## src/pkg/kwu_pkg.sv

```systemverilog
// constants, register map and types shared by the key wakeup detector
// assumes a single system clock; the slow clock arrives as a synchronous tick
// Function
// RULE1 - repeat cycle select picks 256, 512, 1024 or 2048 slow clock periods
// RULE2 - pull-up driven only for first 2, 4, 8 or 16 slow periods of cycle
// RULE3 - writing 1010 to clear pattern field clears all pending key flags
// RULE4 - enabled key showing its active condition sets its flag bit
// RULE5 - reading monitor register clears the flag bits that read as one
// RULE6 - level-mode key still active keeps its flag set after a read; in dynamic mode a read between sample strobes clears it until the next one
// RULE7 - four key inputs, each with own enable and active state
// RULE8 - combined result goes to clock generator as active-high level
// RULE9 - clock generator detect level must be set to high level code 001
// RULE10 - clock generator stop release select chooses wakeup or normal interrupt
// RULE11 - a clear removes all pending key requests together
// RULE12 - static pull-up stays on regardless of the key interrupt enable
// RULE13 - slow clock must keep running while dynamic pull-up is used
// RULE14 - software waits one pull-up-on period after changing dynamic settings
// RULE15 - dynamic mode samples keys one slow period before pull-up-on ends
// RULE16 - active state 000 low, 001 high, 010 fall, 011 rise, 100 both
// RULE17 - pull-up mode bit 0 static, 1 dynamic
// RULE18 - reserved active state codes never set the key flag
// RULE19 - combined request is the OR of the four key flags
package kwu_pkg;
  localparam int KWU_NKEYS = 4;
  // five address bits so key controls at 0x0C..0x18 do not alias the other registers
  localparam int KWU_AW = 5;
  localparam logic [KWU_AW-1:0] KWU_ADDR_CFG = 5'h00;
  localparam logic [KWU_AW-1:0] KWU_ADDR_CLR = 5'h04;
  localparam logic [KWU_AW-1:0] KWU_ADDR_MON = 5'h08;
  localparam logic [KWU_AW-1:0] KWU_ADDR_KEY0 = 5'h0C;
  localparam int KWU_T2_LSB = 4;
  localparam int KWU_T1_LSB = 2;
  localparam int KWU_KEN_BIT = 0;
  localparam int KWU_KST_LSB = 4;
  localparam int KWU_DPE_BIT = 7;
  localparam logic [3:0] KWU_CLR_MAGIC = 4'hA;
  localparam int KWU_T2_BASE_LOG = 8;
  localparam int KWU_T1_BASE_LOG = 1;
  localparam int KWU_CNT_W = 11;
  localparam logic [31:0] KWU_RESET_VAL = 32'h00000000;
  typedef enum logic [2:0] {
    KWU_ACT_LOW  = 3'b000,
    KWU_ACT_HIGH = 3'b001,
    KWU_ACT_FALL = 3'b010,
    KWU_ACT_RISE = 3'b011,
    KWU_ACT_BOTH = 3'b100
  } kwu_act_t;
endpackage

```

## src/pkg/kwu_pu_if.sv

```systemverilog
// pull-up timing carrier between the detector top and its timer
// assumes both ends share clk_sys
interface kwu_pu_if;
  logic [1:0] repeatSel;
  logic [1:0] onSel;
  logic puOn;
  logic sampleStrobe;
  modport timer (input repeatSel, input onSel, output puOn, output sampleStrobe);
  modport user (output repeatSel, output onSel, input puOn, input sampleStrobe);
endinterface

```

## src/rtl/kwu_key_detect.sv

```systemverilog
// one key channel: active state decode and flag hold
// assumes key input synchronous to clk_sys
module kwu_key_detect
  import kwu_pkg::*;
(
  // clock and reset
  input wire logic clk_sys,
  input wire logic rst,
  // configuration and sample strobe
  input wire logic enable,
  input wire logic [2:0] actState,
  input wire logic dynMode,
  input wire logic sampleStrobe,
  // key and control
  input wire logic keyIn,
  input wire logic readClr,
  input wire logic clrAll,
  output logic flag,
  output logic levelActive
);
  logic prev_reg, prev_next, flag_reg, flag_next, take, hit;

  always_comb begin
    take = dynMode ? sampleStrobe : 1'b1; // RULE15
    prev_next = take ? keyIn : prev_reg;
    hit = 1'b0;
    levelActive = 1'b0;
    case (actState) // RULE16
      KWU_ACT_LOW: levelActive = !keyIn;
      KWU_ACT_HIGH: levelActive = keyIn;
      KWU_ACT_FALL: hit = prev_reg && !keyIn;
      KWU_ACT_RISE: hit = !prev_reg && keyIn;
      KWU_ACT_BOTH: hit = prev_reg != keyIn;
      default: hit = 1'b0; // RULE18
    endcase
    hit = enable && take && (hit || levelActive); // RULE4
    flag_next = flag_reg;
    if (readClr || clrAll) flag_next = 1'b0; // RULE5 RULE11
    if (hit) flag_next = 1'b1; // RULE6
  end

  always_ff @(posedge clk_sys or posedge rst) begin
    if (rst) begin
      prev_reg <= 1'b1;
      flag_reg <= 1'b0;
    end else begin
      prev_reg <= prev_next;
      flag_reg <= flag_next;
    end
  end
  assign flag = flag_reg;

  chk_reserved_quiet: assert property (@(posedge clk_sys) disable iff (rst)
    (actState > KWU_ACT_BOTH && !flag_reg) |=> !flag_reg) else $error("reserved code set flag"); // RULE18
  chk_clear_all: assert property (@(posedge clk_sys) disable iff (rst)
    (clrAll && !hit) |=> !flag_reg) else $error("clear missed"); // RULE3
  chk_dyn_sample: assert property (@(posedge clk_sys) disable iff (rst) // RULE15
    (dynMode && !sampleStrobe && !flag_reg) |=> !flag_reg) else $error("dynamic flag off sample");
endmodule

```

## src/rtl/kwu_key_wakeup_unit.sv

```systemverilog
// key wakeup detector top: registers, four key channels, pull-up drive
// assumes inputs synchronous to clk_sys, slowTick one pulse per slow clock period
module kwu_key_wakeup_unit
  import kwu_pkg::*;
#(
  parameter int NKEYS = KWU_NKEYS
) (
  // clock and reset
  input wire logic clk_sys,
  input wire logic rst,
  input wire logic slowTick,
  // register port
  input wire logic [KWU_AW-1:0] regAddr,
  input wire logic [31:0] regWdata,
  input wire logic regWr,
  input wire logic regRd,
  output logic [31:0] regRdata,
  // keys and pull-ups
  input wire logic [NKEYS-1:0] keyIn,
  output logic [NKEYS-1:0] pullupEn,
  // clock generator
  output logic keyWakeupRequest
);
  logic [31:0] cfg_reg, cfg_next;
  logic [7:0] keyCfg_reg [NKEYS], keyCfg_next [NKEYS];
  logic [31:0] rdata_reg, rdata_next;
  logic [NKEYS-1:0] pull_reg, pull_next, flags, lvl, rdClr, lvlEn;
  logic req_reg, req_next, clrAll;
  kwu_pu_if pu();

  function automatic logic isKeyAddr(input logic [KWU_AW-1:0] a, input int k);
    return a == KWU_AW'(KWU_ADDR_KEY0 + KWU_AW'(4 * k));
  endfunction

  assign pu.repeatSel = cfg_reg[KWU_T2_LSB +: 2];
  assign pu.onSel = cfg_reg[KWU_T1_LSB +: 2];

  kwu_pullup_timer u_timer (
    .clk_sys(clk_sys),
    .rst(rst),
    .slowTick(slowTick),
    .pu(pu)
  );

  always_comb begin
    clrAll = regWr && regAddr == KWU_ADDR_CLR && regWdata[3:0] == KWU_CLR_MAGIC; // RULE3
  end

  genvar g;
  generate
    for (g = 0; g < NKEYS; g++) begin : gKey // RULE7
      assign rdClr[g] = regRd && regAddr == KWU_ADDR_MON && flags[g]; // RULE5
      kwu_key_detect u_key (
        .clk_sys(clk_sys),
        .rst(rst),
        .enable(keyCfg_reg[g][KWU_KEN_BIT]),
        .actState(keyCfg_reg[g][KWU_KST_LSB +: 3]),
        .dynMode(keyCfg_reg[g][KWU_DPE_BIT]),
        .sampleStrobe(pu.sampleStrobe),
        .keyIn(keyIn[g]),
        .readClr(rdClr[g]),
        .clrAll(clrAll), // RULE11
        .flag(flags[g]),
        .levelActive(lvl[g])
      );
      // static mode keeps the pull-up on regardless of enable
      assign pull_next[g] = keyCfg_reg[g][KWU_DPE_BIT] ? pu.puOn : 1'b1; // RULE12 RULE17
      assign lvlEn[g] = lvl[g] && keyCfg_reg[g][KWU_KEN_BIT];
    end
  endgenerate

  always_comb begin
    cfg_next = cfg_reg;
    for (int k = 0; k < NKEYS; k++) keyCfg_next[k] = keyCfg_reg[k];
    rdata_next = '0;
    if (regWr) begin
      if (regAddr == KWU_ADDR_CFG) begin
        cfg_next = regWdata & 32'h0000003C;
      end else begin
        for (int k = 0; k < NKEYS; k++) begin
          if (isKeyAddr(regAddr, k)) keyCfg_next[k] = regWdata[7:0] & 8'hF1;
        end
      end
    end
    if (regRd) begin
      if (regAddr == KWU_ADDR_CFG) begin
        rdata_next = cfg_reg;
      end else if (regAddr == KWU_ADDR_MON) begin
        rdata_next = 32'(flags);
      end else begin
        for (int k = 0; k < NKEYS; k++) begin
          if (isKeyAddr(regAddr, k)) rdata_next = 32'(keyCfg_reg[k]);
        end
      end
    end
    req_next = |flags; // RULE19 RULE8
  end

  always_ff @(posedge clk_sys or posedge rst) begin
    if (rst) begin
      cfg_reg <= KWU_RESET_VAL;
      for (int k = 0; k < NKEYS; k++) keyCfg_reg[k] <= 8'h00;
      rdata_reg <= KWU_RESET_VAL;
      pull_reg <= '0;
      req_reg <= 1'b0;
    end else begin
      cfg_reg <= cfg_next;
      for (int k = 0; k < NKEYS; k++) keyCfg_reg[k] <= keyCfg_next[k];
      rdata_reg <= rdata_next;
      pull_reg <= pull_next;
      req_reg <= req_next;
    end
  end
  assign regRdata = rdata_reg;
  assign pullupEn = pull_reg;
  assign keyWakeupRequest = req_reg;

  chk_req_follows: assert property (@(posedge clk_sys) disable iff (rst)
    ##1 keyWakeupRequest == $past(|flags)) else $error("request not OR of flags"); // RULE19
  chk_static_pull: assert property (@(posedge clk_sys) disable iff (rst)
    !keyCfg_reg[0][KWU_DPE_BIT] ##1 !keyCfg_reg[0][KWU_DPE_BIT] |-> pullupEn[0])
    else $error("static pull-up dropped"); // RULE12
  chk_rd_mon: assert property (@(posedge clk_sys) disable iff (rst)
    (regRd && regAddr == KWU_ADDR_MON) |=> regRdata[3:0] == $past(flags))
    else $error("monitor read wrong"); // RULE5
  chk_level_hold: assert property (@(posedge clk_sys) disable iff (rst)
    (rdClr[0] && lvl[0] && keyCfg_reg[0][KWU_KEN_BIT] && !keyCfg_reg[0][KWU_DPE_BIT])
    |=> flags[0]) else $error("level flag cleared"); // RULE6
  chk_magic_clear: assert property (@(posedge clk_sys) disable iff (rst)
    // an edge or level hit in the clear cycle wins, so only quiet clears are checked
    (clrAll && lvlEn == '0 && $stable(keyIn) && !pu.sampleStrobe) |=> ##1 !keyWakeupRequest)
    else $error("clear-all failed"); // RULE11
  cov_wake: cover property (@(posedge clk_sys) $rose(keyWakeupRequest));
  cov_clear: cover property (@(posedge clk_sys) clrAll && |flags);
  cov_dyn: cover property (@(posedge clk_sys) keyCfg_reg[0][KWU_DPE_BIT] && $fell(pullupEn[0]));
endmodule

```

## src/rtl/kwu_pullup_timer.sv

```systemverilog
// dynamic pull-up timer running on slow clock ticks
// assumes slowTick is a one-cycle pulse per slow clock period
module kwu_pullup_timer
  import kwu_pkg::*;
(
  // clock and reset
  input wire logic clk_sys,
  input wire logic rst,
  // slow clock tick
  input wire logic slowTick,
  // timing carrier
  kwu_pu_if.timer pu
);
  logic [KWU_CNT_W-1:0] cnt_reg, cnt_next;
  logic [KWU_CNT_W-1:0] cycleLast, onLen;
  logic onNow;

  always_comb begin
    cycleLast = KWU_CNT_W'((32'd1 << (KWU_T2_BASE_LOG + int'(pu.repeatSel))) - 32'd1); // RULE1
    onLen = KWU_CNT_W'(32'd1 << (KWU_T1_BASE_LOG + int'(pu.onSel))); // RULE2
    cnt_next = cnt_reg;
    if (cnt_reg > cycleLast) begin
      // a shorter cycle chosen mid-count restarts at once, not at the next tick
      cnt_next = '0; // RULE1
    end else if (slowTick) begin
      cnt_next = (cnt_reg == cycleLast) ? '0 : cnt_reg + 1'b1; // RULE1
    end
    onNow = (cnt_reg < onLen); // RULE2
  end

  always_ff @(posedge clk_sys or posedge rst) begin
    if (rst) begin
      cnt_reg <= '0;
      pu.puOn <= 1'b0;
      pu.sampleStrobe <= 1'b0;
    end else begin
      cnt_reg <= cnt_next;
      pu.puOn <= onNow;
      // sample at the tick that starts the last on period
      pu.sampleStrobe <= slowTick && (cnt_reg == onLen - 2'd2); // RULE15
    end
  end

  chk_pullup_off_late: assert property (@(posedge clk_sys) disable iff (rst)
    (cnt_reg > onLen) |=> !pu.puOn) else $error("pull-up on outside on period"); // RULE2
  chk_cycle_wrap: assert property (@(posedge clk_sys) disable iff (rst)
    cnt_reg <= cycleLast || $changed(pu.repeatSel)) else $error("counter past cycle"); // RULE1
  cov_sample: cover property (@(posedge clk_sys) pu.sampleStrobe);
endmodule
```

## config.mk

```make
export PLATFORM = sky130hd
export DESIGN_NAME = kwu_key_wakeup_unit
export DESIGN_NICKNAME = d
export VERILOG_FILES = /design/src/pkg/kwu_pkg.sv /design/src/pkg/kwu_pu_if.sv /design/src/rtl/kwu_key_detect.sv /design/src/rtl/kwu_key_wakeup_unit.sv /design/src/rtl/kwu_pullup_timer.sv
export SDC_FILE = /design/constraint.sdc
export NUM_CORES = 1
export LEC_CHECK = 0
export BUFFER_PORTS_ARGS = -buffer_cell sky130_fd_sc_hd__buf_2
export CAP_MARGIN = 40
export CORE_MARGIN = 2
export CORE_UTILIZATION = 25
export DETAILED_ROUTE_END_ITERATION = 7
export GPL_TIMING_DRIVEN = 0
export PLACE_DENSITY = 0.49
export SLEW_MARGIN = 0
export SYNTH_ARGS = -nofsm -noshare
export SYNTH_HDL_FRONTEND = slang
export SYNTH_SLANG_ARGS = --single-unit
```

## constraint.sdc

```tcl
create_clock -name clk_sys -period 3.9 [get_ports clk_sys]
set_input_delay 0.195 -clock clk_sys [delete_from_list [all_inputs] [get_ports clk_sys]]
set_output_delay 0.195 -clock clk_sys [all_outputs]
set_load 0.02 [all_outputs]
```

==> results of run 1 <==
==> worst max-delay path, cell delays in order, from the launching register on <==
cell and delay (ns):
dfrtp_1 0.45, ha_1 0.34, nand4_2 0.16, or4_1 0.55
o22ai_2 0.23, buf_6 0.17, o21ai_0 0.09, o41ai_1 0.09
==> logic make-up (layout without fill, tap and decap cells) <==
kind of cell,after synthesis,count (layout),share of synthesized area
compound gates,66,66,0.133
other cells,2,27,0.00216
buf+inv,50,100,0.0832
mux,33,33,0.103
flops,58,58,0.419
simple gates,114,114,0.178
fa+ha+maj,20,20,0.0720
xor+xnor,4,4,0.0101
==> metrics by stage <==
stage / instance area [sq um] / setup WS [ns]
finish: 4300 / 1.70
global route: 4300 / 1.49
CTS: 4300 / 1.69
detailed placement: 3970 / 1.70
global placement: 3950 / 1.47
floorplan: 3570 / 1.93
==> Yosys cell counts, types with 5 or more instances <==
library cell / count / area share
a211oi_1: 7 / 0.015
a21oi_1: 11 / 0.016
a22o_1: 5 / 0.013
buf_4: 24 / 0.052
dfrtp_1: 54 / 0.39
ha_1: 20 / 0.072
inv_1: 16 / 0.017
mux2_2: 22 / 0.071
mux2i_1: 11 / 0.032
nand2_1: 32 / 0.035
nand2b_1: 9 / 0.016
nand3_1: 5 / 0.0072
nand4_1: 5 / 0.0090
nor2_1: 21 / 0.023
nor2b_1: 6 / 0.011
nor3_1: 11 / 0.016
o21ai_0: 22 / 0.032
==> layer usage <==
layer  track usage  wire, um  vias up
met3        0.0318       436       19
met4        0.0625       261        2
li1              -         -     1330
met5             0        13        -
met1         0.149      3730     1301
met2         0.194      3960       75
==> power by group <==
part	switching, mW	leakage [nW]	internal [mW]	total, mW
sequential	0.125	0.713	0.715	0.840
combinational	0.254	1.17	0.225	0.480
clock	0.278	0.162	0.571	0.849
==> area by class of cell <==
cell class	count	area, sq um
Inverter	16	60.1
Fill cell	1424	9420
Tap cell	180	225
Multi-Input combinational cell	264	1820
Buffer	34	229
Timing Repair Buffer	34	190
Clock inverter	6	80.1
Clock buffer	10	239
Sequential cell	58	1460
==> how the worst max path moves through the flow <==
| stage | from | to | slack [ns] | cells after the start |
|---|---|---|---|---|
| 2_1_floorplan | cfg_reg[5] | u_timer.cnt_reg[8] | 1.93 | 8 |
| 3_3_place_gp | rst | keyCfg_reg[6] | 1.47 | 2 |
| 3_5_place_dp | cfg_reg[5] | u_timer.cnt_reg[5] | 1.70 | 8 |
| 6_report | u_timer.cnt_reg[9] | u_timer.cnt_reg[5] | 1.70 | 7 |
| 5_1_grt | cfg_reg[5] | u_timer.cnt_reg[5] | 1.49 | 7 |
| 4_1_cts | cfg_reg[5] | u_timer.cnt_reg[5] | 1.69 | 8 |
==> impl_metrics.tcl, run 1 <==
set metrics [dict create \
    postSynthCellCount 347 \
    ctsResizeCount 0 \
    async_flop_share 1.00 \
    start_util 0.253 \
    cp_data_arrival_time_ns 2.41 \
    post_cts_buffers 0 \
    cts_buffers 9 \
    p_per_area_mw_per_mm2 504 \
    antenna_found_initial 1 \
    cts_root_buf "clkbuf_16" \
    holdCritPathClass "primary input to flop" \
    drt-total-wl_mm 8.41 \
    die_w_um 122 \
    rrSetupSlack_ns 1.70 \
    slew-limit-headroom 0.600 \
    syn_area_sq_mm 0.00347 \
    synthToLayoutAreaGrowth_pct 23.8 \
    drv_cap 0 \
    htreeDepth 3 \
    vias_per_cell 4.53 \
    grt.overflow.total 0 \
    io_buffers 32 \
    antenna_cells 0 \
    required_ns 4.11 \
    dieArea_sq_mm 0.0149 \
    post-route-drc-count 0 \
    rsz0062_at_grt "no" \
    finalCriticalPeriod_ns 2.20 \
    min_path_cells 3 \
    status "complete, no violations" \
    power.leakage_nw 2.04 \
    grt_pass1_vias 2672 \
    cts_tree "built" \
    ys_warn_count 0 \
    first_pass_iters 4 \
    gp_congestion 0.802 \
    r2r_cells 7 \
    finalCritPeriodShare 0.564 \
    worst-slew-pin-transition_ns 0.599 \
    cts_hold_buffers 1 \
    start_kind "flop" \
    min_to "gKey[3].u_key.prev_reg" \
    fp.coreArea_sq_mm 0.0137 \
    peakVddDrop_mv 0.221 \
    grt_pass1_wl_mm 13.8 \
    seq_area_frac_synth 0.419 \
    power_mw 2.17 \
    post-route-util 0.314 \
    worst-path-max-fanout 10 \
    grt_use_total 0.121 \
    hold_path.startpoint "keyIn[3]" \
    hold_violations 0 \
    synth-seq-cells 58 \
    clkSinkCount 58 \
    worst-setup-path-type "flop to flop" \
    critPathCaptureType "flop" \
    yosys.cell_types.count 55 \
    finalMaxSlewViolations 0 \
    tns_ns 0 \
    final_cells 602 \
    final_common_cell "dfrtp_1" \
    synth_edf_count 0 \
    synth_flop_cell "dfrtp_1" \
    num_io_pins 83 \
    max_freq_mhz 455 \
    nets 483 \
    cts.clk_slew.worst_paths_ns 0.05 \
    mostFrequentLayoutCells "dfrtp_1 (54), buf_2 (34), nand2_1 (32)" \
    whs_ns 0.124 \
    fp-row-count 43 \
    dpl.hpwl_mm 6.39 \
    max-clock-path-buffers 2 \
    skew_ns 0.00994 \
    dieHeight_um 122 \
    dp_cells 585 \
    vias 2727 \
    drtIter0Drc 156 \
    grt_start_max_net_pins 33 \
    synth_area_per_cell_sq_um 10.0 \
    drive_above_1_share 0.270 \
    avgRoutedWirePerCell_um 14.0 \
    largest_reg_flops 20 \
    r2r-end "u_timer.cnt_reg[5]" \
    timing.rr.start "u_timer.cnt_reg[9]" \
    setup_viol 0 \
    antenna_left 0 \
    clk_latency_ns 0.33 \
]
Power figures use the tool's default switching activity.
==> run 2: changes to the inputs <==
==> constraint.sdc (replaced) <==
create_clock -name clk_sys -period 2.08 [get_ports clk_sys]
set_input_delay 0.104 -clock clk_sys [delete_from_list [all_inputs] [get_ports clk_sys]]
set_output_delay 0.104 -clock clk_sys [all_outputs]
set_load 0.02 [all_outputs]
==> run 2 against run 1 <==
Net effect: maximum frequency is 5.9% higher; die area is the same; utilization is 1.1 points higher; critical endpoint is now u_timer.cnt_reg[10]; sequential power rose by 87%; critical path type unchanged.
==> impl_metrics.tcl, run 2 (synthesis gave the netlist of run 1 again) <==
set metrics [dict create \
    grt_start_max_net_pins 33 \
    final_cells 609 \
    io_buffers 32 \
    p_per_area_mw_per_mm2 936 \
    dieHeight_um 122 \
    die_w_um 122 \
    start_util 0.253 \
    largest_reg_flops 20 \
    min_to "gKey[3].u_key.prev_reg" \
    drtIter0Drc 137 \
    max-clock-path-buffers 2 \
    avgRoutedWirePerCell_um 14.0 \
    finalCriticalPeriod_ns 2.07 \
    num_io_pins 83 \
    cts_buffers 9 \
    grt_use_total 0.122 \
    drt-total-wl_mm 8.54 \
    power.leakage_nw 2.06 \
    grt_pass1_wl_mm 14.0 \
    vias_per_cell 4.51 \
    finalCritPeriodShare 0.997 \
    post-route-drc-count 0 \
    required_ns 2.28 \
    fp.coreArea_sq_mm 0.0137 \
    cts_root_buf "clkbuf_16" \
    antenna_left 0 \
    pwr-share-comb 0.242 \
    crit_buf_inv 1 \
    cp_data_arrival_time_ns 2.28 \
    synthToLayoutAreaGrowth_pct 28.4 \
    peakVddDrop_mv 0.423 \
    dp_cells 585 \
    post_dp_cell_area_sq_mm 0.00397 \
    gp_congestion 0.802 \
    worst-path-max-fanout 8 \
    mostFrequentLayoutCells "dfrtp_1 (48), buf_2 (34), nand2_1 (32)" \
    p_sw_frac 0.308 \
    grt.overflow.total 0 \
    cts.clk_slew.worst_paths_ns 0.05 \
    cts_tree "built" \
    holdCritPathClass "primary input to flop" \
    first_pass_iters 4 \
    vias 2746 \
    slew-limit-headroom 0.603 \
    slowest_stage "dfrtp_2" \
    finalMaxSlewViolations 0 \
    antenna_cells 0 \
    p_clk_frac 0.382 \
    p_int_mw 2.89 \
    setup_viol 0 \
    grt_pass1_vias 2699 \
    drv_cap 0 \
    post-route-cell-area_sq_mm 0.00446 \
    hold_path.startpoint "keyIn[3]" \
    rrSetupSlack_ns 0.005 \
    worst-setup-path-type "flop to flop" \
    dieArea_sq_mm 0.0149 \
    cp_cell_sequence "ha_4, nand4_4, a2111oi_4, buf_4, nor3b_4, and3_1, a221o_1" \
    max_freq_mhz 482 \
    r2r-end "u_timer.cnt_reg[10]" \
    worst-slew-pin-transition_ns 0.595 \
    drive_above_1_share 0.315 \
    final_common_cell "dfrtp_1" \
    power_mw 4.17 \
    rsz0062_at_grt "yes" \
    timing.rr.start "u_timer.cnt_reg[9]" \
    start_kind "flop" \
    clk_latency_ns 0.33 \
    cp_top_family "compound AO/OA/AOI/OAI gates" \
    p_switching_mw 1.29 \
    min_path_cells 3 \
    clkSinkCount 58 \
    status "complete, no violations" \
    critPathCaptureType "flop" \
    htreeDepth 3 \
    nets 490 \
    r2r_cells 7 \
    dpl.hpwl_mm 6.39 \
    hold_violations 0 \
    skew_ns 0.00978 \
    fp-row-count 43 \
    seq_power_share 0.376 \
    cpPeakStageDelay_ns 0.46 \
    antenna_found_initial 1 \
]
[run 2: changes by cell type in the layout (fill, tap and decap cells not counted), sizes merged]
| cell | delta |
|---|---|
| buf | +7 |
[run 2: cell type report]
| class | count | area (sq um) |
|---|---|---|
| Buffer | 34 | 229 |
| Clock buffer | 10 | 239 |
| Clock inverter | 6 | 80.1 |
| Fill cell | 1408 | 9260 |
| Inverter | 16 | 60.1 |
| Multi-Input combinational cell | 264 | 1920 |
| Sequential cell | 58 | 1460 |
| Tap cell | 180 | 225 |
| Timing Repair Buffer | 41 | 243 |
[run 2: how the worst max path moves through the flow]
stage,start,end,slack [ns],cells past startpoint
6_report,u_timer.cnt_reg[9],u_timer.cnt_reg[10],0.005,7
5_1_grt,cfg_reg[5],u_timer.cnt_reg[10],-0.07,8
4_1_cts,u_timer.cnt_reg[0],u_timer.cnt_reg[5],0.02,7
3_5_place_dp,cfg_reg[5],u_timer.cnt_reg[5],-0.12,8
3_3_place_gp,rst,keyCfg_reg[6],-0.26,2
2_1_floorplan,cfg_reg[5],u_timer.cnt_reg[8],0.11,8
[run 2: worst reg2reg max path: cells and delay by family (launching register included)]
| kind | cells | cell delay (ns) |
|---|---|---|
| AOI/OAI and AO/OA | 2 | 0.59 |
| adders and majority gates | 1 | 0.30 |
| buffers and inverters | 1 | 0.21 |
| DFF | 1 | 0.46 |
| and+or+nand+nor | 3 | 0.39 |
[run 2: what timing repair did]
| action | in CTS | in global routing |
|---|---|---|
| hold buffers | 1 | 0 |
| endpoints found under the setup margin | 10 | 10 |
| setup buffers | 2 | 5 |
| hold endpoints to repair | 25 | 0 |
| gates resized for setup | 11 | 10 |
| pin swaps | 2 | 1 |
[run 2: layer usage]
layer | track usage | share of wire | wire (um) | up-vias
met4 | 0.0639 | 0.033 | 284 | 2
li1 | - | - | - | 1346
met3 | 0.0323 | 0.046 | 395 | 21
met1 | 0.151 | 0.44 | 3780 | 1311
met2 | 0.194 | 0.48 | 4060 | 66
met5 | 0 | 0.0015 | 13 | -
[run 2: power groups by stage]
stage          Clock, mW  Sequential [mW]  Combinational [mW]
6_report            1.59             1.57                1.01
5_1_grt             1.69             1.61                1.14
4_1_cts             1.63             1.57               0.954
3_5_place_dp           0             1.59               0.903
3_3_place_gp           0             1.58               0.879
2_1_floorplan          0             1.53               0.693
[run 2: through the flow]
step	TNS, ns	setup slack (ns)	hold slack, ns	utilization
2_1_floorplan	0	0.115	0.210	-
4_1_cts	0	0.0196	0.0268	0.319
6_report	0	0.00544	0.0324	0.325
3_3_place_gp	-14.43	-0.263	0.358	0.288
3_5_place_dp	-0.755	-0.118	0.217	0.290
5_1_grt	-0.148	-0.0720	0.0500	0.325
